$ cat config.mk
export PLATFORM = sky130hd
export DESIGN_NAME = ubg_top
export DESIGN_NICKNAME = d
export VERILOG_FILES = /design/src/verilog/ubg_pkg.sv /design/src/verilog/ubg_buf_if.sv /design/src/verilog/ubg_buf2.sv /design/src/verilog/ubg_top.sv
export SDC_FILE = /design/constraint.sdc
export NUM_CORES = 1
export LEC_CHECK = 0
export BUFFER_PORTS_ARGS = -buffer_cell sky130_fd_sc_hd__buf_2
export CAP_MARGIN = 40
export CORE_AREA = 2 2 126 128
export DETAILED_ROUTE_END_ITERATION = 6
export DIE_AREA = 0 0 128 130
export GPL_TIMING_DRIVEN = 0
export PLACE_DENSITY_LB_ADDON = 0.3
export SYNTH_ARGS = -nofsm -noshare
export SYNTH_HDL_FRONTEND = slang
export SYNTH_SLANG_ARGS = --single-unit
$ cat constraint.sdc
create_clock -name core_clk -period 2.23 [get_ports core_clk]
set_clock_uncertainty 0.2 [all_clocks]
set_input_delay 0.1115 -clock core_clk [delete_from_list [all_inputs] [get_ports core_clk]]
set_output_delay 0.1115 -clock core_clk [all_outputs]
set_load 0.1 [all_outputs]
$ cat src/verilog/ubg_pkg.sv
// constants for the serial port 0 baud generator and LIN extension
package ubg_pkg;
    // register addresses
    localparam logic [7:0] ADDR_RELOAD  = 8'h9a;
    localparam logic [7:0] ADDR_LINCFG  = 8'h9d;
    localparam logic [7:0] ADDR_COUNTER = 8'h9e;
    localparam logic [7:0] ADDR_AUX     = 8'ha4;
    localparam logic [7:0] ADDR_ENH     = 8'hb9;
    localparam logic [3:0] PAGE_0       = 4'h0;
    localparam logic [3:0] PAGE_3       = 4'h3;
    // enhanced control fields
    localparam int ENH_RUN   = 7;
    localparam int ENH_PRESC = 6;
    localparam int ENH_TXSEL = 5;
    localparam int ENH_RXSEL = 4;
    localparam int ENH_CKOE  = 3;
    localparam int ENH_ART   = 2;
    // LIN configuration fields
    localparam int LIN_SBF   = 7;
    localparam int LIN_TXER  = 6;
    localparam int LIN_B16   = 5;
    localparam int LIN_ABR   = 4;
    localparam int LIN_DIR   = 3;
    localparam int LIN_BRK   = 2;
    // writable bits, low two read as zero
    localparam logic [7:0] CFG_MASK = 8'hfc;
    // reset values
    localparam logic [7:0] RST_REG = 8'h00;
    // timing counts
    localparam logic [3:0] PRESC_LAST = 4'hb;
    localparam logic [3:0] OVS_LAST   = 4'hf;
    localparam logic [4:0] BRK_SHORT  = 5'h0d;
    localparam logic [4:0] BRK_LONG   = 5'h10;
    localparam logic [4:0] BRK_DETECT = 5'h0b;
    localparam logic [2:0] SYNC_EDGES = 3'h4;
    localparam int         MEAS_SHIFT = 7;
    localparam int         MEAS_W     = 16;
    typedef enum logic [2:0] {
        LIN_IDLE  = 3'b000,
        LIN_TXBRK = 3'b001,
        LIN_RXBRK = 3'b010,
        LIN_SWAIT = 3'b011,
        LIN_SMEAS = 3'b100
    } ubg_lin_state_type;
endpackage : ubg_pkg

$ cat src/verilog/ubg_buf_if.sv
// handshake carrier between the extension and its word buffer
`timescale 1ns/1ps
interface ubg_buf_if #(parameter int W = 8);
    logic [W-1:0] in_data;
    logic         in_valid;
    logic         in_ready;
    logic [W-1:0] out_data;
    logic         out_valid;
    logic         out_ready;
    modport buf_side (input in_data, input in_valid, input out_ready,
                      output in_ready, output out_data, output out_valid);
    modport user_side (output in_data, output in_valid, output out_ready,
                       input in_ready, input out_data, input out_valid);
endinterface : ubg_buf_if

$ cat src/verilog/ubg_buf2.sv
// two-entry word buffer with valid and ready on both sides
`timescale 1ns/1ps
module ubg_buf2 #(
    parameter int W = 8
) (
    // clock and reset
    input wire logic core_clk,
    input wire logic rst_n,
    // handshake sides
    ubg_buf_if.buf_side bif
);
    logic [W-1:0] mem_ff [2];
    logic         wp_ff;
    logic         rp_ff;
    logic [1:0]   cnt_ff;
    logic         push;
    logic         pop;

    assign bif.in_ready  = (cnt_ff != 2'd2);
    assign bif.out_valid = (cnt_ff != 2'd0);
    assign bif.out_data  = mem_ff[rp_ff];
    assign push = bif.in_valid & bif.in_ready;
    assign pop  = bif.out_valid & bif.out_ready;

    always_ff @(posedge core_clk or negedge rst_n) begin
        if (!rst_n) begin
            mem_ff[0] <= '0;
            mem_ff[1] <= '0;
        end else if (push) begin
            mem_ff[wp_ff] <= bif.in_data;
        end
    end

    always_ff @(posedge core_clk or negedge rst_n) begin
        if (!rst_n) begin
            wp_ff  <= 1'b0;
            rp_ff  <= 1'b0;
            cnt_ff <= 2'd0;
        end else begin
            if (push) wp_ff <= ~wp_ff;
            if (pop) rp_ff <= ~rp_ff;
            if (push && !pop) cnt_ff <= cnt_ff + 2'd1;
            else if (pop && !push) cnt_ff <= cnt_ff - 2'd1;
        end
    end
endmodule : ubg_buf2

$ cat src/verilog/ubg_top.sv
// serial port 0 baud generator, clock output and LIN extension
`timescale 1ns/1ps
// Notes on behaviour
// - counter advances only while the run bit is set
// - prescale bit 0 counts system clock over 12, 1 counts every clock
// - transmit time base is counter overflow when selected, else timer overflow
// - receive time base is counter overflow when selected, else timer overflow
// - clock output pin is driven only while its enable bit is set
// - clock output toggles on each overflow, half the overflow rate
// - auto repeat transmit bit turns repeated sending on or off
// - eight bit up counter reloads from reload register on overflow outside sixteen bit mode
// - reload write also loads counter while stopped, not while running
// - counter always readable, writable only in page 0, never touches reload value outside sixteen bit mode
// - overflow pulse keeps feeding other peripherals regardless of engine state
// - access select high maps shared address to enhanced control
// - break detection sets sync break flag with tx or rx done; software clears
// - transmit mode mismatch on bus sets transmit error flag; software clears
// - master break lasts 13 bits, or 16 bits with length bit set
// - auto baud measures sync field, sets reload, clears its own request bit
// - direction bit 0 makes LIN engine receive, 1 transmit
// - break bit: master breaks on next buffer write, slave awaits break; self-clears
// - access select low maps shared address to the address mask register
// - timer mode with data order bit set chains counter into sixteen bits
module ubg_top
    import ubg_pkg::*;
(
    // clock and reset
    input  wire logic       core_clk,
    input  wire logic       rst_n,
    // special function register bus
    input  wire logic [7:0] sfr_addr,
    input  wire logic [3:0] sfr_page,
    input  wire logic       sfr_wr,
    input  wire logic       sfr_rd,
    input  wire logic [7:0] sfr_wdata,
    output logic      [7:0] sfr_rdata,
    output logic            sfr_hit,
    // controls held by the port core
    input  wire logic       ctrl_access_sel,
    input  wire logic       data_order_bit,
    input  wire logic       timer_mode,
    input  wire logic       timer_ovf,
    // serial buffer writes towards the frame engine
    input  wire logic       sbuf_wr,
    input  wire logic [7:0] sbuf_wdata,
    output logic            sbuf_ready,
    output logic      [7:0] tx_data,
    output logic            tx_valid,
    input  wire logic       tx_ready,
    input  wire logic       core_txd,
    // time bases and flags to the frame engine
    output logic            baud_overflow,
    output logic            tx_time_base,
    output logic            rx_time_base,
    output logic            tx_done_set,
    output logic            rx_done_set,
    output logic            auto_repeat_tx,
    output logic      [7:0] addr_mask,
    output logic      [7:0] aux_sel_page0,
    output logic      [7:0] aux_sel_page3,
    // pins
    input  wire logic       lin_rxd,
    output logic            lin_txd,
    output logic            clock_out_pin,
    output logic            clock_out_oe
);
    logic [7:0]        enh_ff;
    logic [7:0]        lcfg_ff;
    logic [7:0]        mask_ff;
    logic [7:0]        aux0_ff;
    logic [7:0]        aux3_ff;
    logic [7:0]        reload_ff;
    logic [7:0]        cnt_ff;
    logic [3:0]        presc_ff;
    logic              ovf_ff;
    logic              ck_ff;
    logic [7:0]        rdata_ff;
    logic              hit_ff;
    logic              rx_s1_ff;
    logic              rx_s2_ff;
    logic              rx_s3_ff;
    logic              txd_ff;
    logic [1:0]        txd_dly_ff;
    logic [3:0]        sub_ff;
    logic [4:0]        bit_ff;
    logic [2:0]        edge_ff;
    logic [MEAS_W-1:0] meas_ff;
    logic              txdone_ff;
    logic              rxdone_ff;
    ubg_lin_state_type st_ff;
    ubg_lin_state_type nxt_st;

    logic       wr_reload;
    logic       wr_cnt;
    logic       wr_lcfg;
    logic       wr_enh;
    logic       wr_mask;
    logic       wr_aux0;
    logic       wr_aux3;
    logic       run;
    logic       presc_tick;
    logic       tick;
    logic       mode16;
    logic       ovf_now;
    logic       bit_tick;
    logic       rx_fall;
    logic       rx_rise;
    logic       brk_done_tx;
    logic       brk_done_rx;
    logic       abr_load;
    logic [7:0] abr_val;
    logic [MEAS_W-1:0] meas_rnd;
    logic       txer_set;
    logic       hold_tx;
    logic [4:0] brk_len;

    ubg_buf_if #(.W(8)) bif ();

    ubg_buf2 #(.W(8)) u_buf (
        .core_clk (core_clk),
        .rst_n    (rst_n),
        .bif      (bif)
    );

    // register decode
    assign wr_reload = sfr_wr && sfr_addr == ADDR_RELOAD && sfr_page == PAGE_0;
    assign wr_cnt    = sfr_wr && sfr_addr == ADDR_COUNTER && sfr_page == PAGE_0;
    assign wr_lcfg   = sfr_wr && sfr_addr == ADDR_LINCFG && sfr_page == PAGE_0;
    assign wr_enh    = sfr_wr && sfr_addr == ADDR_ENH && ctrl_access_sel;
    assign wr_mask   = sfr_wr && sfr_addr == ADDR_ENH && !ctrl_access_sel;
    assign wr_aux0   = sfr_wr && sfr_addr == ADDR_AUX && sfr_page == PAGE_0;
    assign wr_aux3   = sfr_wr && sfr_addr == ADDR_AUX && sfr_page == PAGE_3;

    always_ff @(posedge core_clk or negedge rst_n) begin
        if (!rst_n) begin
            rdata_ff <= RST_REG;
            hit_ff   <= 1'b0;
        end else if (sfr_rd) begin
            hit_ff <= 1'b1;
            case (sfr_addr)
                ADDR_RELOAD:  rdata_ff <= reload_ff;
                ADDR_COUNTER: rdata_ff <= cnt_ff;
                ADDR_LINCFG:  rdata_ff <= lcfg_ff & CFG_MASK;
                ADDR_ENH:     rdata_ff <= ctrl_access_sel ? (enh_ff & CFG_MASK) : mask_ff;
                ADDR_AUX:     rdata_ff <= (sfr_page == PAGE_3) ? aux3_ff : aux0_ff;
                default: begin
                    rdata_ff <= RST_REG;
                    hit_ff   <= 1'b0;
                end
            endcase
        end else begin
            hit_ff <= 1'b0;
        end
    end

    assign sfr_rdata = rdata_ff;
    assign sfr_hit   = hit_ff;

    // plain control registers
    always_ff @(posedge core_clk or negedge rst_n) begin
        if (!rst_n) begin
            enh_ff  <= RST_REG;
            mask_ff <= RST_REG;
            aux0_ff <= RST_REG;
            aux3_ff <= RST_REG;
        end else begin
            // low two bits dropped; software keeps them zero
            if (wr_enh) enh_ff <= sfr_wdata & CFG_MASK;
            if (wr_mask) mask_ff <= sfr_wdata;
            if (wr_aux0) aux0_ff <= sfr_wdata;
            if (wr_aux3) aux3_ff <= sfr_wdata;
        end
    end

    assign run            = enh_ff[ENH_RUN];
    assign auto_repeat_tx = enh_ff[ENH_ART];
    assign addr_mask      = mask_ff;
    assign aux_sel_page0  = aux0_ff;
    assign aux_sel_page3  = aux3_ff;

    // divide by 12 prescaler
    always_ff @(posedge core_clk or negedge rst_n) begin
        if (!rst_n) begin
            presc_ff <= 4'h0;
        end else if (presc_ff == PRESC_LAST) begin
            presc_ff <= 4'h0;
        end else begin
            presc_ff <= presc_ff + 4'h1;
        end
    end

    assign presc_tick = (presc_ff == PRESC_LAST);
    assign tick   = run && (enh_ff[ENH_PRESC] || presc_tick);
    assign mode16 = timer_mode && data_order_bit;
    assign ovf_now = tick && cnt_ff == 8'hff && (!mode16 || reload_ff == 8'hff);

    // counter and reload register
    always_ff @(posedge core_clk or negedge rst_n) begin
        if (!rst_n) begin
            reload_ff <= RST_REG;
            cnt_ff    <= RST_REG;
        end else begin
            if (wr_reload) begin
                reload_ff <= sfr_wdata;
                if (!run) cnt_ff <= sfr_wdata;
            end else if (abr_load) begin
                reload_ff <= abr_val;
            end else if (tick && mode16 && cnt_ff == 8'hff) begin
                reload_ff <= reload_ff + 8'h01;
            end
            if (wr_cnt) begin
                cnt_ff <= sfr_wdata;
            end else if (tick) begin
                if (cnt_ff != 8'hff) cnt_ff <= cnt_ff + 8'h01;
                else if (mode16) cnt_ff <= 8'h00;
                else cnt_ff <= reload_ff;
            end
        end
    end

    always_ff @(posedge core_clk or negedge rst_n) begin
        if (!rst_n) ovf_ff <= 1'b0;
        else ovf_ff <= ovf_now;
    end

    // overflow leaves regardless of engine state
    assign baud_overflow = ovf_ff;
    assign tx_time_base  = enh_ff[ENH_TXSEL] ? ovf_ff : timer_ovf;
    assign rx_time_base  = enh_ff[ENH_RXSEL] ? ovf_ff : timer_ovf;

    // clock output
    always_ff @(posedge core_clk or negedge rst_n) begin
        if (!rst_n) ck_ff <= 1'b0;
        else if (!enh_ff[ENH_CKOE]) ck_ff <= 1'b0;
        else if (ovf_ff) ck_ff <= ~ck_ff;
    end

    assign clock_out_pin = ck_ff;
    assign clock_out_oe  = enh_ff[ENH_CKOE];

    // bus input synchroniser and edges
    always_ff @(posedge core_clk or negedge rst_n) begin
        if (!rst_n) begin
            rx_s1_ff <= 1'b1;
            rx_s2_ff <= 1'b1;
            rx_s3_ff <= 1'b1;
        end else begin
            rx_s1_ff <= lin_rxd;
            rx_s2_ff <= rx_s1_ff;
            rx_s3_ff <= rx_s2_ff;
        end
    end

    assign rx_fall = rx_s3_ff && !rx_s2_ff;
    assign rx_rise = !rx_s3_ff && rx_s2_ff;

    // bit timing: sixteen overflows per bit
    always_ff @(posedge core_clk or negedge rst_n) begin
        if (!rst_n) sub_ff <= 4'h0;
        else if (st_ff == LIN_IDLE && rx_fall) sub_ff <= 4'h0;
        else if (ovf_ff) sub_ff <= sub_ff + 4'h1;
    end

    assign bit_tick = ovf_ff && sub_ff == OVS_LAST;
    assign brk_len  = lcfg_ff[LIN_B16] ? BRK_LONG : BRK_SHORT;

    // LIN engine
    always_comb begin
        nxt_st      = st_ff;
        brk_done_tx = 1'b0;
        brk_done_rx = 1'b0;
        abr_load    = 1'b0;
        case (st_ff)
            LIN_IDLE: begin
                if (lcfg_ff[LIN_BRK] && lcfg_ff[LIN_DIR] && bif.out_valid) nxt_st = LIN_TXBRK;
                else if (lcfg_ff[LIN_BRK] && !lcfg_ff[LIN_DIR] && rx_fall) nxt_st = LIN_RXBRK;
            end
            LIN_TXBRK: begin
                if (bit_tick && bit_ff == brk_len - 5'd1) begin
                    brk_done_tx = 1'b1;
                    nxt_st      = LIN_IDLE;
                end
            end
            LIN_RXBRK: begin
                if (rx_rise) begin
                    if (bit_ff >= BRK_DETECT) begin
                        brk_done_rx = 1'b1;
                        nxt_st = lcfg_ff[LIN_ABR] ? LIN_SWAIT : LIN_IDLE;
                    end else begin
                        nxt_st = LIN_IDLE;
                    end
                end
            end
            LIN_SWAIT: begin
                if (rx_fall) nxt_st = LIN_SMEAS;
            end
            LIN_SMEAS: begin
                if (rx_fall && edge_ff == SYNC_EDGES - 3'd1) begin
                    abr_load = 1'b1;
                    nxt_st   = LIN_IDLE;
                end
            end
            default: nxt_st = LIN_IDLE;
        endcase
    end

    // reload = 256 minus measured generator ticks over eight bits of sixteen ticks
    // rounded, the detecting cycle itself is not counted
    assign meas_rnd = meas_ff + 16'h0040;
    assign abr_val  = 8'h00 - meas_rnd[MEAS_SHIFT +: 8];

    always_ff @(posedge core_clk or negedge rst_n) begin
        if (!rst_n) st_ff <= LIN_IDLE;
        else st_ff <= nxt_st;
    end

    always_ff @(posedge core_clk or negedge rst_n) begin
        if (!rst_n) begin
            bit_ff  <= 5'h00;
            edge_ff <= 3'h0;
            meas_ff <= '0;
        end else begin
            if (st_ff != nxt_st) bit_ff <= 5'h00;
            else if (bit_tick && bit_ff != 5'h1f) bit_ff <= bit_ff + 5'h01;
            if (st_ff != LIN_SMEAS) begin
                edge_ff <= 3'h0;
                meas_ff <= '0;
            end else begin
                if (rx_fall) edge_ff <= edge_ff + 3'h1;
                // measured in prescaled generator ticks
                if (enh_ff[ENH_PRESC] || presc_tick) meas_ff <= meas_ff + 16'h0001;
            end
        end
    end

    // break drives the line low, otherwise the frame engine owns it
    always_ff @(posedge core_clk or negedge rst_n) begin
        if (!rst_n) begin
            txd_ff     <= 1'b1;
            txd_dly_ff <= 2'b11;
        end else begin
            txd_ff     <= (nxt_st == LIN_TXBRK) ? 1'b0 : core_txd;
            txd_dly_ff <= {txd_dly_ff[0], txd_ff};
        end
    end

    assign lin_txd = txd_ff;
    // compare against what was driven two clocks back, matching the synchroniser
    assign txer_set = lcfg_ff[LIN_DIR] && bit_tick && (rx_s2_ff != txd_dly_ff[1]);

    // done pulses paired with the sync break flag
    always_ff @(posedge core_clk or negedge rst_n) begin
        if (!rst_n) begin
            txdone_ff <= 1'b0;
            rxdone_ff <= 1'b0;
        end else begin
            txdone_ff <= brk_done_tx;
            rxdone_ff <= brk_done_rx;
        end
    end

    assign tx_done_set = txdone_ff;
    assign rx_done_set = rxdone_ff;

    // LIN configuration: hardware set beats software clear
    always_ff @(posedge core_clk or negedge rst_n) begin
        if (!rst_n) begin
            lcfg_ff <= RST_REG;
        end else begin
            if (wr_lcfg) lcfg_ff <= sfr_wdata & CFG_MASK;
            if (brk_done_tx || brk_done_rx) lcfg_ff[LIN_SBF] <= 1'b1;
            if (txer_set) lcfg_ff[LIN_TXER] <= 1'b1;
            if (!wr_lcfg && (brk_done_tx || brk_done_rx)) lcfg_ff[LIN_BRK] <= 1'b0;
            if (!wr_lcfg && abr_load) lcfg_ff[LIN_ABR] <= 1'b0;
        end
    end

    // serial buffer path; data held back while a master break is pending or being sent
    assign hold_tx = lcfg_ff[LIN_BRK] && lcfg_ff[LIN_DIR] || st_ff == LIN_TXBRK;
    assign bif.in_data   = sbuf_wdata;
    assign bif.in_valid  = sbuf_wr;
    assign bif.out_ready = tx_ready && !hold_tx;
    assign sbuf_ready    = bif.in_ready;
    assign tx_data       = bif.out_data;
    assign tx_valid      = bif.out_valid && !hold_tx;
endmodule : ubg_top

==> results.rst, run 1 <==
.. list-table::
   :header-rows: 1

   * - Metric
     - Value
   * - Sinks on the clock net
     - 125
   * - Via count of the first global-routing pass
     - 5559
   * - WP data required
     - 2.34 ns
   * - Class of the tightest hold or removal check
     - input pin to async pin
   * - Residual DRC
     - 0
   * - CTS buffer count
     - 17
   * - Part of the power in combinational logic
     - between 20% and 30%
   * - Top-count cell post-synth
     - sky130_fd_sc_hd__dfrtp_1
   * - Relative area change from synthesis to final layout
     - 27.9%
   * - Storage cell area
     - 3140 sq um
   * - Vert. Die Dim
     - 130 um
   * - Number of warning messages in the yosys log
     - 0
   * - Standard cell area after detailed placement
     - 7510 sq um
   * - Maximum buffer depth of the clock tree
     - 2
   * - Total routed wirelength
     - between 15000 and 20000 um
   * - Fraction of post-synthesis cell area in the top cell type by area
     - 44.3%
   * - Number of synthesized flops with an enable pin
     - 0
   * - GR Util All Layers
     - 21.4%
   * - Clock Power Share
     - 38.8%
   * - Normalized max-slew margin
     - 51.1%
   * - Final worst path period share
     - 98.8%
   * - Power density normalized to cell area
     - ~910 nW/um^2
   * - Final max-slew violation count
     - 0
   * - Fraction of registers with async set or reset after synthesis
     - 100%
   * - Mapped Cells
     - ~650
   * - Switching component of the power
     - 2.69 mW
   * - Slew at the pin closest to its max-slew limit
     - 0.730 ns
   * - Fraction of layout cells with a size suffix above 1
     - approximately 32%
   * - Number of setup violations in the final report
     - 0
   * - Final Hold Fails
     - 0
   * - Sequential share of power
     - 34.3%
   * - Total instance count after detailed placement
     - 930
   * - Post-Place Setup Slack
     - -0.315 ns
   * - Data arrival time of the critical path
     - 2.31 ns
   * - Fraction of power spent switching nets
     - roughly 35%
   * - Crit-path max FO
     - 5
   * - Total number of H-tree levels
     - 4
   * - Post-layout util
     - 55.7%
   * - Vias/cell
     - roughly 5.6
   * - Post-route design area
     - 8590 sq um
   * - Cell row count
     - 46
   * - First-pass iteration count of the detailed router
     - 5
   * - Type of the worst setup path
     - register to register
   * - Top post-synthesis cells by count
     - 119 x sky130_fd_sc_hd__dfrtp_1, 58 x sky130_fd_sc_hd__mux2_2, 56 x sky130_fd_sc_hd__nor2_1
   * - Peak clock frequency supported by timing
     - 454 MHz
   * - Syn nets
     - 700
   * - RSZ-0062 raised after global routing
     - yes
   * - Sum of internal, switching and leakage power
     - 7.80 mW
   * - Leading post-synthesis cells by cell area
     - sky130_fd_sc_hd__dfrtp_1 44%, sky130_fd_sc_hd__mux2_2 9.7%, sky130_fd_sc_hd__mux2i_1 4.6%, sky130_fd_sc_hd__xnor2_1 3.4%, sky130_fd_sc_hd__nor2_1 3.1%
   * - Overall die area
     - ~17000 sq um
   * - Count of routing violations after the opening detailed-route iteration
     - 494
   * - Mean post-synth cell area
     - 10.4 sq um
   * - Total Neg Setup Slack
     - 0 ns
   * - Routed wire length per instance
     - 17.4 um
   * - Number of synthesized register bits
     - 125
   * - Vias
     - around 5600
   * - Cell at the root of the clock tree
     - sky130_fd_sc_hd__clkbuf_16
   * - Worst Hold Margin
     - approximately 0.0076 ns
   * - Shortest period the worst path allows
     - approximately 2.2 ns
   * - Area of combinational cells with multiple inputs
     - 3530 sq um
   * - Fill cell instance count of the final layout
     - 1303
   * - Status
     - finished, final reports clean
   * - Area of the placeable core
     - 15400 sq um
   * - Leftover overflow at the end of global routing
     - 0
   * - Cell-internal power
     - 5.11 mW
   * - Crit end category
     - register
   * - Synthesized cell area
     - 6720 sq um
   * - TritonCTS clock tree
     - done
   * - Pin count of the biggest net entering global routing
     - 76
   * - Antenna violations before repair
     - 0
   * - Residual antenna-violating net count after detailed routing
     - 0
   * - Sequential-to-total area share from yosys stat
     - 46.7%
   * - Half-perimeter wire length after detailed placement
     - 12000 um
   * - Largest area contributor in the netlist
     - sky130_fd_sc_hd__dfrtp_1
   * - Peak VDD IR
     - approximately 0.0015 V
   * - Max-cap viol count
     - 0
   * - Wire length of the first global-routing pass
     - 27800 um
   * - Standby leakage power
     - 3.96 nW
   * - Count of input and output buffers
     - 89
   * - Number of distinct library cells after synthesis
     - 66
   * - Initial Utilization
     - 43.6%
   * - Antenna diodes
     - 0
   * - CTS clk-pin slew, worst paths
     - roughly 0.060 ns
   * - Clk Latency, worst-skew pair
     - 0.42 ns
   * - Die boundary width
     - 128 um
   * - Routability congestion estimate
     - 0.865
   * - Startpoint type of the worst setup path
     - register
   * - I/O pin cnt
     - 92
   * - Depth of the worst register-to-register path
     - 6
   * - Worst Setup Slack, final
     - 0.0272 ns
   * - Filler-free cell count of the finished design
     - 992
   * - Prevailing post-synth register cell
     - sky130_fd_sc_hd__dfrtp_1
   * - Number of nets in the final layout
     - roughly 840
[flip-flops by register name (all words and copies together), names as in the netlist, 2 cells and up]
signal / cells
lcfg_ff: 6
u_buf.mem_ff: 16
addr_mask: 8
sub_ff: 4
st_ff: 3
edge_ff: 3
bit_ff: 5
u_buf.cnt_ff: 2
meas_ff: 15
reload_ff: 8
txd_dly_ff: 2
cnt_ff: 8
aux_sel_page0: 8
aux_sel_page3: 8
sfr_rdata: 8
presc_ff: 4
enh_ff: 6
[cell families (layout without fill, tap and decap cells)]
logic type,Yosys count,after routing,synth area share [%]
AO/OA/AOI/OAI,109,109,11.1
XOR/XNOR,47,47,6.13
adder cells (fa/ha/maj),12,12,2.23
buffers and inverters,53,205,3.17
flip-flops,125,125,46.7
multiplexers,89,89,14.3
AND/OR/NAND/NOR,213,213,16.4
[area by class of cell]
cell class                 count  share of cell area [%]
tap                          192                    2.80
inverter                      21                   0.917
multi-input combinational    470                    41.0
clock inverter                 9                    1.82
timing repair buffer         127                    9.54
sequential                   125                    36.5
clock buffer                  23                    5.79
buffer                        25                    1.56
[cells in the final DEF (no fill, tap or decap), types with 18 or more instances in the layout]
master	n
sky130_fd_sc_hd__mux2i_1	30
sky130_fd_sc_hd__inv_1	21
sky130_fd_sc_hd__nor2_1	54
sky130_fd_sc_hd__xnor2_1	26
sky130_fd_sc_hd__mux2_2	58
sky130_fd_sc_hd__buf_2	92
sky130_fd_sc_hd__o21ai_0	18
sky130_fd_sc_hd__xor2_1	21
sky130_fd_sc_hd__nand2_1	54
sky130_fd_sc_hd__dlygate4sd3_1	22
sky130_fd_sc_hd__nand3_1	19
sky130_fd_sc_hd__dfrtp_1	117
[layer usage]
metal,share of wire (%),GRT usage [%],wire length (um),up-vias
met5,0,0,0,-
met4,2.3,9.24,398,0
met3,5.6,4.63,969,27
met2,48,36.0,8320,209
met1,44,26.7,7560,2712
li1,-,-,-,2608
[final timing paths]
kind,start,endpoint,slack [ns]
hold / removal,rst_n,sfr_rdata[0]$_DFFE_PN0P_,0.008
max in group asynchronous,rst_n,baud_overflow$_DFF_PN0_,1.08
hold reg to reg,rx_s1_ff$_DFF_PN1_,rx_s2_ff$_DFF_PN1_,0.15
setup reg to reg,bit_ff[0]$_DFFE_PN0P_,bit_ff[0]$_DFFE_PN0P_,0.03
min in group core_clk,sfr_wr,enh_ff[5]$_DFFE_PN0P_,0.04
setup / recovery,bit_ff[0]$_DFFE_PN0P_,bit_ff[0]$_DFFE_PN0P_,0.03
[critical path: stages (launching register included)]
cell                        delay (ns)
sky130_fd_sc_hd__dfrtp_2          0.43
sky130_fd_sc_hd__or3_4            0.38
sky130_fd_sc_hd__a2111oi_4        0.34
sky130_fd_sc_hd__o21ai_2          0.10
sky130_fd_sc_hd__a21oi_2          0.24
sky130_fd_sc_hd__mux2i_4          0.33
sky130_fd_sc_hd__nor2_1           0.07
[power groups by stage]
stage	clock network, mW	registers, mW	logic [mW]
floorplan	0	2.68	1.69
global placement	0	2.65	2.05
detailed placement	0	2.68	2.08
CTS	3.07	2.64	2.13
global route	3.18	2.71	2.20
finish	3.03	2.67	2.10
[repair_timing]
action                                 4_1_cts  5_1_grt
hold buffers                                22        0
pin swaps                                    8       10
resized for setup                           17       17
setup endpoints to repair                   21       31
setup buffers                                8        7
endpoints found under the hold margin      206        0
No activity file was read; power rests on OpenSTA's default activity.
==> run 2, diff against run 1 <==
--- a/config.mk
+++ b/config.mk
@@ -8,10 +8,12 @@
 export BUFFER_PORTS_ARGS = -buffer_cell sky130_fd_sc_hd__buf_2
 export CAP_MARGIN = 40
 export CORE_AREA = 2 2 126 128
+export CTS_CLUSTER_DIAMETER = 200
 export DETAILED_ROUTE_END_ITERATION = 6
 export DIE_AREA = 0 0 128 130
 export GPL_TIMING_DRIVEN = 0
 export PLACE_DENSITY_LB_ADDON = 0.3
 export SYNTH_ARGS = -nofsm -noshare
 export SYNTH_HDL_FRONTEND = slang
+export SYNTH_HIERARCHICAL = 1
 export SYNTH_SLANG_ARGS = --single-unit
==> constraint.sdc (replaced) <==
create_clock -name core_clk -period 2.5 [get_ports core_clk]
set_clock_uncertainty 0.2 [all_clocks]
set_input_delay 0.125 -clock core_clk [delete_from_list [all_inputs] [get_ports core_clk]]
set_output_delay 0.125 -clock core_clk [all_outputs]
set_load 0.1 [all_outputs]
==> run 2 against run 1 <==
  * Critical path depth grew 4
  * Final area shrank 2.1%
  * Clock power shrank 17%
  * Die area is the same
  * Sequential power shrank 6%
  * Worst hold slack gained 0.015 ns
  * Total power shrank 7.4%
  * Critical endpoint is now reload_ff[4]$_DFFE_PN0P_
  * Largest cell class unchanged
  * Highest routed layer unchanged
==> results.rst, run 2 <==
.. list-table::
   :header-rows: 1

   * - Metric
     - Value
   * - Part of the power in combinational logic
     - 30.5% (+3.6 points)
   * - Startpoint of the most critical setup path
     - cnt_ff[1]$_DFFE_PN0P_
   * - Synthesized cell area
     - 6710 sq um (-0.15%)
   * - Number of distinct library cells after synthesis
     - 75 (+14%)
   * - Crit-path max FO
     - 6 (+1)
   * - Data arrival time of the critical path
     - 2.53 ns (+0.22 ns)
   * - Startpoint type of the worst setup path
     - register
   * - Power density normalized to cell area
     - 858 nW/um^2 (-5.5%)
   * - Met2 track utilization from global routing
     - 32.8% (-3.2 points)
   * - Worst Setup Slack, final
     - 0.0793 ns (+0.0521 ns)
   * - Switching component of the power
     - 2.60 mW (-3.4%)
   * - Type of the worst setup path
     - register to register
   * - Leftover overflow at the end of global routing
     - 0 (unchanged)
   * - Vias
     - 5352 (-3.7%)
   * - Cell-internal power
     - 4.62 mW (-9.5%)
   * - Die boundary width
     - 128 um (unchanged)
   * - Flip-flop count of the largest register after layout
     - 16 (unchanged)
   * - Residual antenna-violating net count after detailed routing
     - 0 (unchanged)
   * - Total number of H-tree levels
     - 4 (unchanged)
   * - Number of synthesized register bits
     - 125 (unchanged)
   * - Top post-synthesis cells by count
     - 119 x sky130_fd_sc_hd__dfrtp_1, 51 x sky130_fd_sc_hd__nand2_1, 45 x sky130_fd_sc_hd__nor2_1
   * - Peak VDD IR
     - 0.000609 V (-60%)
   * - CTS buffer count
     - 17 (unchanged)
   * - Final Hold Fails
     - 0 (unchanged)
   * - Final worst path period share
     - 96.8% (-2.0 points)
   * - Prevailing post-synth register cell
     - sky130_fd_sc_hd__dfrtp_1
   * - GR Util met3
     - 4.84% (+0.21 points)
   * - Post-route design area
     - 8410 sq um (-2.1%)
   * - Residual DRC
     - 0 (unchanged)
   * - Fraction of registers with async set or reset after synthesis
     - 100% (unchanged)
   * - Clk Latency, worst-skew pair
     - 0.42 ns (about the same)
   * - Sinks on the clock net
     - 125 (unchanged)
   * - Reg-to-reg critical path endpoint
     - reload_ff[4]$_DFFE_PN0P_
   * - First-pass iteration count of the detailed router
     - 4 (-1)
   * - Initial Utilization
     - 43.5% (-0.065 points)
   * - Max-cap viol count
     - 0 (unchanged)
   * - Cell row count
     - 46 (unchanged)
   * - Slew at the pin closest to its max-slew limit
     - 0.734 ns (+0.00411 ns)
   * - Count of routing violations after the opening detailed-route iteration
     - 380 (-23%)
   * - Antenna violations before repair
     - 0 (unchanged)
   * - I/O pin cnt
     - 92 (unchanged)
   * - Overall die area
     - 16600 sq um (unchanged)
   * - Standard cell area after detailed placement
     - 7440 sq um (-1.0%)
   * - Routed wire length per instance
     - 16.9 um (-3.0%)
   * - Cell with the largest stage delay on the worst path
     - sky130_fd_sc_hd__dfrtp_1
   * - Registers with the highest flip-flop counts
     - u_buf/mem_ff: 16 flops, meas_ff: 15 flops
   * - Leading post-synthesis cells by cell area
     - sky130_fd_sc_hd__dfrtp_1 44%, sky130_fd_sc_hd__mux2_1 5.2%, sky130_fd_sc_hd__mux2_4 3.6%, sky130_fd_sc_hd__a21oi_1 3.0%, sky130_fd_sc_hd__nand2_1 2.9%
   * - Number of synthesized flops with an enable pin
     - 0 (unchanged)
   * - Routability congestion estimate
     - 0.895 (+3.5%)
   * - Class of the tightest hold or removal check
     - input pin to async pin
   * - Vias/cell
     - 5.43 (-3.1%)
   * - Number of warning messages in the yosys log
     - 6 (+6)
   * - Via count of the first global-routing pass
     - 5227 (-6.0%)
   * - GR Util All Layers
     - 20.5% (-0.89 points)
   * - Global routing's busiest layer
     - met2
   * - Setup slack on the worst flop-to-flop path
     - 0.08 ns (+0.05 ns)
   * - Fraction of layout cells with a size suffix above 1
     - 28.3% (-3.7 points)
   * - Crit end category
     - register
   * - Mapped Cells
     - 640 (-1.2%)
   * - Clock Power Share
     - 34.9% (-3.9 points)
   * - Fraction of power spent switching nets
     - 36.0% (+1.5 points)
   * - Final max-slew violation count
     - 0 (unchanged)
   * - Fill cell instance count of the final layout
     - 1360 (+4.4%)
   * - Commonest cells after routing, fill and taps aside
     - 115 x sky130_fd_sc_hd__dfrtp_1, 98 x sky130_fd_sc_hd__buf_2, 50 x sky130_fd_sc_hd__nand2_1
   * - Post-Place Setup Slack
     - -0.0696 ns (+0.245 ns)
   * - Area of combinational cells with multiple inputs
     - 3420 sq um (-3.1%)
   * - Status
     - finished, final reports clean
   * - Start of the worst register-to-register path
     - cnt_ff[1]$_DFFE_PN0P_
   * - Peak clock frequency supported by timing
     - 413 MHz (-9.0%)
   * - Shortest period the worst path allows
     - 2.42 ns (+0.218 ns)
   * - Largest area contributor in the netlist
     - sky130_fd_sc_hd__dfrtp_1
   * - Timing endpoint of the critical path
     - reload_ff[4]$_DFFE_PN0P_
   * - Fraction of post-synthesis cell area in the top cell type by area
     - 44.4% (+0.066 points)
   * - Relative area change from synthesis to final layout
     - 25.4%
   * - Most common cell after layout, fill and taps aside
     - sky130_fd_sc_hd__dfrtp_1
   * - Pin count of the biggest net entering global routing
     - 77 (+1.3%)
   * - Cell at the root of the clock tree
     - sky130_fd_sc_hd__clkbuf_16
   * - Mean post-synth cell area
     - 10.5 sq um (+1.1%)
   * - CTS clk-pin slew, worst paths
     - 0.06 ns (about the same)
   * - WP data required
     - 2.61 ns (+0.27 ns)
   * - Top-count cell post-synth
     - sky130_fd_sc_hd__dfrtp_1
   * - Critical path, cell by cell
     - ha_4 -> nand4_4 -> or3_1 -> buf_6 -> nor3_4 -> buf_4 -> and2_4 -> xnor2_2 -> a21oi_1 -> a21o_1
   * - Depth of the worst register-to-register path
     - 10 (+4)
   * - Sequential-to-total area share from yosys stat
     - 46.7% (+0.070 points)
   * - Total routed wirelength
     - 16600 um (-3.6%)
   * - Global-route met1 utilization
     - 27.6% (+0.87 points)
   * - Number of nets in the final layout
     - 833 (-0.72%)
   * - Sequential share of power
     - 34.6% (+0.3 points)
   * - Number of setup violations in the final report
     - 0 (unchanged)
   * - Storage cell area
     - 3140 sq um (unchanged)
   * - Vert. Die Dim
     - 130 um (unchanged)
   * - Normalized max-slew margin
     - 50.7% (-0.39 points)
   * - Syn nets
     - 692 (-1.1%)
   * - Largest register by flop count
     - u_buf/mem_ff
   * - Standby leakage power
     - 3.89 nW (-1.7%)
   * - Area of the placeable core
     - 15400 sq um (unchanged)
   * - Maximum buffer depth of the clock tree
     - 2 (unchanged)
   * - TritonCTS clock tree
     - done
   * - Count of input and output buffers
     - 89 (unchanged)
   * - Half-perimeter wire length after detailed placement
     - 11800 um (-1.5%)
   * - Worst stage delay on the critical path
     - 0.44 ns (about the same)
   * - Antenna diodes
     - 0 (unchanged)
   * - Wire length of the first global-routing pass
     - 26600 um (-4.5%)
-- run 2: cell count changes in the layout (fill, tap and decap cells not counted), sizes merged, moves of 5 or more --
cell and change:
mux2i -16, nand3 +5, clkbuf -5, a21oi +22, o21ai +5, o22ai -5
nand4 +5, o2bb2ai +5, a211oi -6, nor2 -13, mux2 +5, xnor2 -6
-- run 2: worst min-delay path by stage --
stage	cells past startpoint	endpoint	slack, ns
after CTS	2	meas_ff[9]$_DFFE_PN0P_	0.03
after detailed placement	1	meas_ff[3]$_DFFE_PN0P_	-0.09
final	2	meas_ff[1]$_DFFE_PN0P_	0.02
after global routing	2	meas_ff[9]$_DFFE_PN0P_	0.07
after floorplan	0	addr_mask[0]$_DFFE_PN0P_	-0.37
after global placement	1	rx_s1_ff$_DFF_PN1_	0.03
-- run 2: metrics by stage --
step	utilization, %	hold WS [ns]	std cells	TNS [ns]	power, mW
6_report	54.6	0.0223	986	0	7.22
5_1_grt	54.6	0.0675	986	-0.00113	7.51
3_5_place_dp	48.2	-0.0923	923	-0.373	4.62
4_1_cts	53.6	0.0337	977	0	7.20
3_3_place_gp	48.0	0.0324	921	-59.86	4.57
2_1_floorplan	-	-0.371	640	0	4.24
-- run 2: critical path: cells and delay by family (launching register included) --
kind	cells	cell delay, ns
AND/OR/NAND/NOR	4	0.85
flip-flops	1	0.44
buffers and inverters	2	0.31
AO/OA/AOI/OAI	2	0.23
adder cells (fa/ha/maj)	1	0.19
XOR/XNOR	1	0.10
-- run 2: logic make-up after synthesis --
kind of cell | synth area share [%]
buffers and inverters | 3.49
multiplexers | 13.7
AO/OA/AOI/OAI | 12.0
adder cells (fa/ha/maj) | 2.24
flip-flops | 46.7
XOR/XNOR | 5.09
AND/OR/NAND/NOR | 16.7
-- run 2: layout make-up --
type                            count  area share (%)
Multi-Input combinational cell    466            40.6
Timing Repair Buffer              122            9.17
Tap cell                          192            2.86
Sequential cell                   125            37.3
Buffer                             30            1.96
Clock inverter                     13            1.95
Clock buffer                       19            5.26
Inverter                           19           0.848
-- run 2: timing repair --
item | CTS | global route
resized for setup | 1 | 19
hold buffers | 22 | 0
setup endpoints to repair | 7 | 14
buffers inserted | 0 | 9
pin swaps | 1 | 9
endpoints found under the hold margin | 205 | 0
-- run 2: power by group through the flow --
stage | clock [mW] | combinational (mW) | sequential, mW
2_1_floorplan | 0 | 1.74 | 2.50
3_3_place_gp | 0 | 2.08 | 2.49
3_5_place_dp | 0 | 2.11 | 2.51
4_1_cts | 2.57 | 2.15 | 2.49
5_1_grt | 2.67 | 2.31 | 2.53
6_report | 2.52 | 2.20 | 2.50
-- run 2: per-layer routing --
metal	up-vias	routed length [um]
li1	2586	-
met1	2634	7640
met2	115	8080
met3	17	689
met4	0	217
met5	-	0
==> run 3, diff against run 2 <==
--- a/config.mk
+++ b/config.mk
@@ -9,10 +9,12 @@
 export CAP_MARGIN = 40
 export CORE_AREA = 2 2 126 128
 export CTS_CLUSTER_DIAMETER = 200
+export CTS_CLUSTER_SIZE = 25
 export DETAILED_ROUTE_END_ITERATION = 6
 export DIE_AREA = 0 0 128 130
 export GPL_TIMING_DRIVEN = 0
 export PLACE_DENSITY_LB_ADDON = 0.3
+export RECOVER_POWER = 50
 export SYNTH_ARGS = -nofsm -noshare
 export SYNTH_HDL_FRONTEND = slang
 export SYNTH_HIERARCHICAL = 1
==> constraint.sdc (replaced) <==
create_clock -name core_clk -period 2.5 [get_ports core_clk]
set_clock_uncertainty 0.2 [all_clocks]
set_input_delay 0.125 -clock core_clk [delete_from_list [all_inputs] [get_ports core_clk]]
set_output_delay 0.125 -clock core_clk [all_outputs]
set_load 0.01 [all_outputs]
==> run 3 against run 2 <==
  * The run now ends with max-capacitance violations, max-slew violations left
  * Die area stayed put
  * Register-to-register slack improved by 0.02 ns
  * Sequential power is essentially flat
  * Clock power rose by 4%
  * Final area decreased by 1.1%
  * Critical path depth shrank 2
  * Worst setup slack better by 0.017 ns
  * Critical path type unchanged
  * Critical endpoint is now reload_ff[6]$_DFFE_PN0P_
  * Largest cell class unchanged
  * Largest power group unchanged
==> results.rst, run 3 (synthesis results as in run 2) <==
.. list-table::
   :header-rows: 1

   * - Metric
     - Value
   * - Start of the worst register-to-register path
     - cnt_ff[0]$_DFFE_PN0P_
   * - Half-perimeter wire length after detailed placement
     - 12000 um (+1.6%)
   * - Total routed wirelength
     - 16900 um (+1.7%)
   * - Vert. Die Dim
     - 130 um (unchanged)
   * - Pin count of the biggest net entering global routing
     - 67 (-13%)
   * - Antenna diodes
     - 0 (unchanged)
   * - Cell row count
     - 46 (unchanged)
   * - Shortest period the worst path allows
     - 2.40 ns (-0.0175 ns)
   * - Die boundary width
     - 128 um (unchanged)
   * - Most common cell after layout, fill and taps aside
     - sky130_fd_sc_hd__dfrtp_1
   * - Crit-path max FO
     - 8 (+2)
   * - Final max-slew violation count
     - 66 (+66)
   * - Class of the tightest hold or removal check
     - input pin to register
   * - TritonCTS clock tree
     - done
   * - Part of the power in combinational logic
     - 20.7% (-9.8 points)
   * - Fraction of power spent switching nets
     - 27.2% (-8.9 points)
   * - Worst Hold Margin
     - 0.0750 ns (+0.0527 ns)
   * - Commonest cells after routing, fill and taps aside
     - 117 x sky130_fd_sc_hd__dfrtp_1, 60 x sky130_fd_sc_hd__buf_2, 52 x sky130_fd_sc_hd__clkbuf_1
   * - Count of routing violations after the opening detailed-route iteration
     - 227 (-40%)
   * - Setup slack on the worst flop-to-flop path
     - 0.1 ns (+0.02 ns)
   * - Wire length of the first global-routing pass
     - 27300 um (+2.8%)
   * - Post-layout util
     - 54.0% (-0.58 points)
   * - Clk Latency, worst-skew pair
     - 0.42 ns (about the same)
   * - Flip-flop count of the largest register after layout
     - 16 (unchanged)
   * - Final Hold Fails
     - 0 (unchanged)
   * - Peak clock frequency supported by timing
     - 416 MHz (+0.73%)
   * - Overall die area
     - 16600 sq um (unchanged)
   * - CTS buffer count
     - 17 (unchanged)
   * - Number of nets in the final layout
     - 831 (-0.24%)
   * - Count of input and output buffers
     - 89 (unchanged)
   * - Largest register by flop count
     - u_buf/mem_ff
   * - RSZ-0062 raised after global routing
     - yes
   * - Startpoint of the most critical setup path
     - cnt_ff[0]$_DFFE_PN0P_
   * - WP data required
     - 2.64 ns (+0.03 ns)
   * - Status
     - finished, violations left
   * - Fraction of layout cells with a size suffix above 1
     - 22.2% (-6.1 points)
   * - Worst Setup Slack, final
     - 0.0968 ns (+0.0175 ns)
   * - Number of setup violations in the final report
     - 0 (unchanged)
   * - Residual DRC
     - 0 (unchanged)
   * - Max-cap viol count
     - 1 (+1)
   * - Registers with the highest flip-flop counts
     - u_buf/mem_ff: 16 flops, meas_ff: 15 flops
   * - Vias/cell
     - 5.48 (+1.0%)
   * - Antenna violations before repair
     - 0 (unchanged)
   * - First-pass iteration count of the detailed router
     - 4 (unchanged)
   * - Slew at the pin closest to its max-slew limit
     - 1.71 ns (+0.980 ns)
   * - Total Neg Setup Slack
     - 0 ns (unchanged)
   * - Startpoint of the tightest hold check path
     - sfr_page[1]
   * - Routability congestion estimate
     - 0.863 (-3.6%)
   * - Standby leakage power
     - 3.71 nW (-4.7%)
   * - Via count of the first global-routing pass
     - 5337 (+2.1%)
   * - Power density normalized to cell area
     - 773 nW/um^2 (-10%)
   * - Normalized max-slew margin
     - -14.3% (-65 points)
   * - Post-Place Setup Slack
     - -0.0774 ns (-0.00776 ns)
   * - GR Util All Layers
     - 21.0% (+0.50 points)
   * - Sum of internal, switching and leakage power
     - 6.43 mW (-11%)
   * - Maximum buffer depth of the clock tree
     - 2 (unchanged)
   * - Crit end category
     - register
   * - Final worst path period share
     - 96.1% (-0.70 points)
   * - Clock Power Share
     - 40.7% (+5.8 points)
   * - Leftover overflow at the end of global routing
     - 0 (unchanged)
   * - Sinks on the clock net
     - 125 (unchanged)
   * - Violated checks
     - max-capacitance violations, max-slew violations
   * - Cell at the root of the clock tree
     - sky130_fd_sc_hd__clkbuf_16
   * - I/O pin cnt
     - 92 (unchanged)
   * - Residual antenna-violating net count after detailed routing
     - 0 (unchanged)
   * - Data arrival time of the critical path
     - 2.55 ns (+0.02 ns)
   * - Area of the placeable core
     - 15400 sq um (unchanged)
   * - Cell-internal power
     - 4.68 mW (+1.4%)
   * - Startpoint type of the worst setup path
     - register
   * - Initial Utilization
     - 43.5% (unchanged)
   * - Peak VDD IR
     - 0.000470 V (-23%)
   * - Sequential share of power
     - 38.6% (+4.0 points)
   * - Relative area change from synthesis to final layout
     - 24.1%
   * - Type of the worst setup path
     - register to register
   * - Switching component of the power
     - 1.75 mW (-33%)
   * - Vias
     - 5395 (+0.80%)
   * - Routed wire length per instance
     - 17.2 um (+2.0%)
   * - CTS clk-pin slew, worst paths
     - 0.06 ns (about the same)
   * - Total number of H-tree levels
     - 4 (unchanged)
==> run 3: changes by cell type in the layout (fill, tap and decap cells not counted), sizes merged <==
| cell | delta |
|---|---|
| buf | -40 |
| bufinv | +1 |
| clkbuf | +37 |
| clkinv | -1 |
| inv | +1 |
==> run 3: path summary, 6_finish.rpt <==
path,end,cells after the start
hold reg to reg,txd_dly_ff[1]$_DFF_PN1_,0
hold / removal,lcfg_ff[4]$_DFFE_PN0P_,6
setup reg to reg,reload_ff[6]$_DFFE_PN0P_,8
min in group asynchronous,meas_ff[3]$_DFFE_PN0P_,2
setup / recovery,reload_ff[6]$_DFFE_PN0P_,8
max in group asynchronous,meas_ff[7]$_DFFE_PN0P_,2
==> run 3: final cells by class <==
class | count | area, sq um
Fill cell | 1394 | 7100
Multi-Input combinational cell | 466 | 3390
Sequential cell | 125 | 3140
Timing Repair Buffer | 121 | 713
Clock buffer | 18 | 429
Tap cell | 192 | 240
Clock inverter | 14 | 190
Buffer | 29 | 151
Inverter | 19 | 71.3
==> run 3: power groups by stage <==
stage / registers [mW] / logic (mW) / clock network (mW)
2_1_floorplan: 2.46 / 0.900 / 0
3_3_place_gp: 2.50 / 1.21 / 0
3_5_place_dp: 2.51 / 1.24 / 0
4_1_cts: 2.48 / 1.28 / 2.67
5_1_grt: 2.51 / 1.44 / 2.76
6_report: 2.48 / 1.33 / 2.61
==> run 3: critical path, stage by stage, from the launching register on <==
cell and delay (ns):
sky130_fd_sc_hd__dfrtp_1 0.42, sky130_fd_sc_hd__ha_4 0.19, sky130_fd_sc_hd__nand4_4 0.11, sky130_fd_sc_hd__or3_4 0.45, sky130_fd_sc_hd__nor3_4 0.35, sky130_fd_sc_hd__nand4_1 0.17
sky130_fd_sc_hd__xnor2_1 0.19, sky130_fd_sc_hd__o22ai_1 0.10, sky130_fd_sc_hd__a31oi_1 0.15
==> run 3: metal layers <==
layer | vias to the layer above | routed length (um) | global-route usage [%]
met5 | - | 0 | 0
met4 | 0 | 242 | 6.85
met3 | 24 | 702 | 5.04
met2 | 111 | 8250 | 34.0
met1 | 2667 | 7720 | 28.0
li1 | 2593 | - | -
==> run 3: stage by stage <==
stage                     instances  area [sq um]
after floorplan                 640          6710
after global placement          921          7400
after detailed placement        923          7440
after CTS                       977          8280
after global routing            984          8330
final                           984          8330
==> run 3: what timing repair did <==
item                                    CTS  global route
gates resized for setup                   2            12
hold endpoints to repair                145             0
pin swaps                                 1             8
setup buffers                             0             8
gates cloned                              0             0
endpoints found under the setup margin   10            14
hold buffers                             22             0
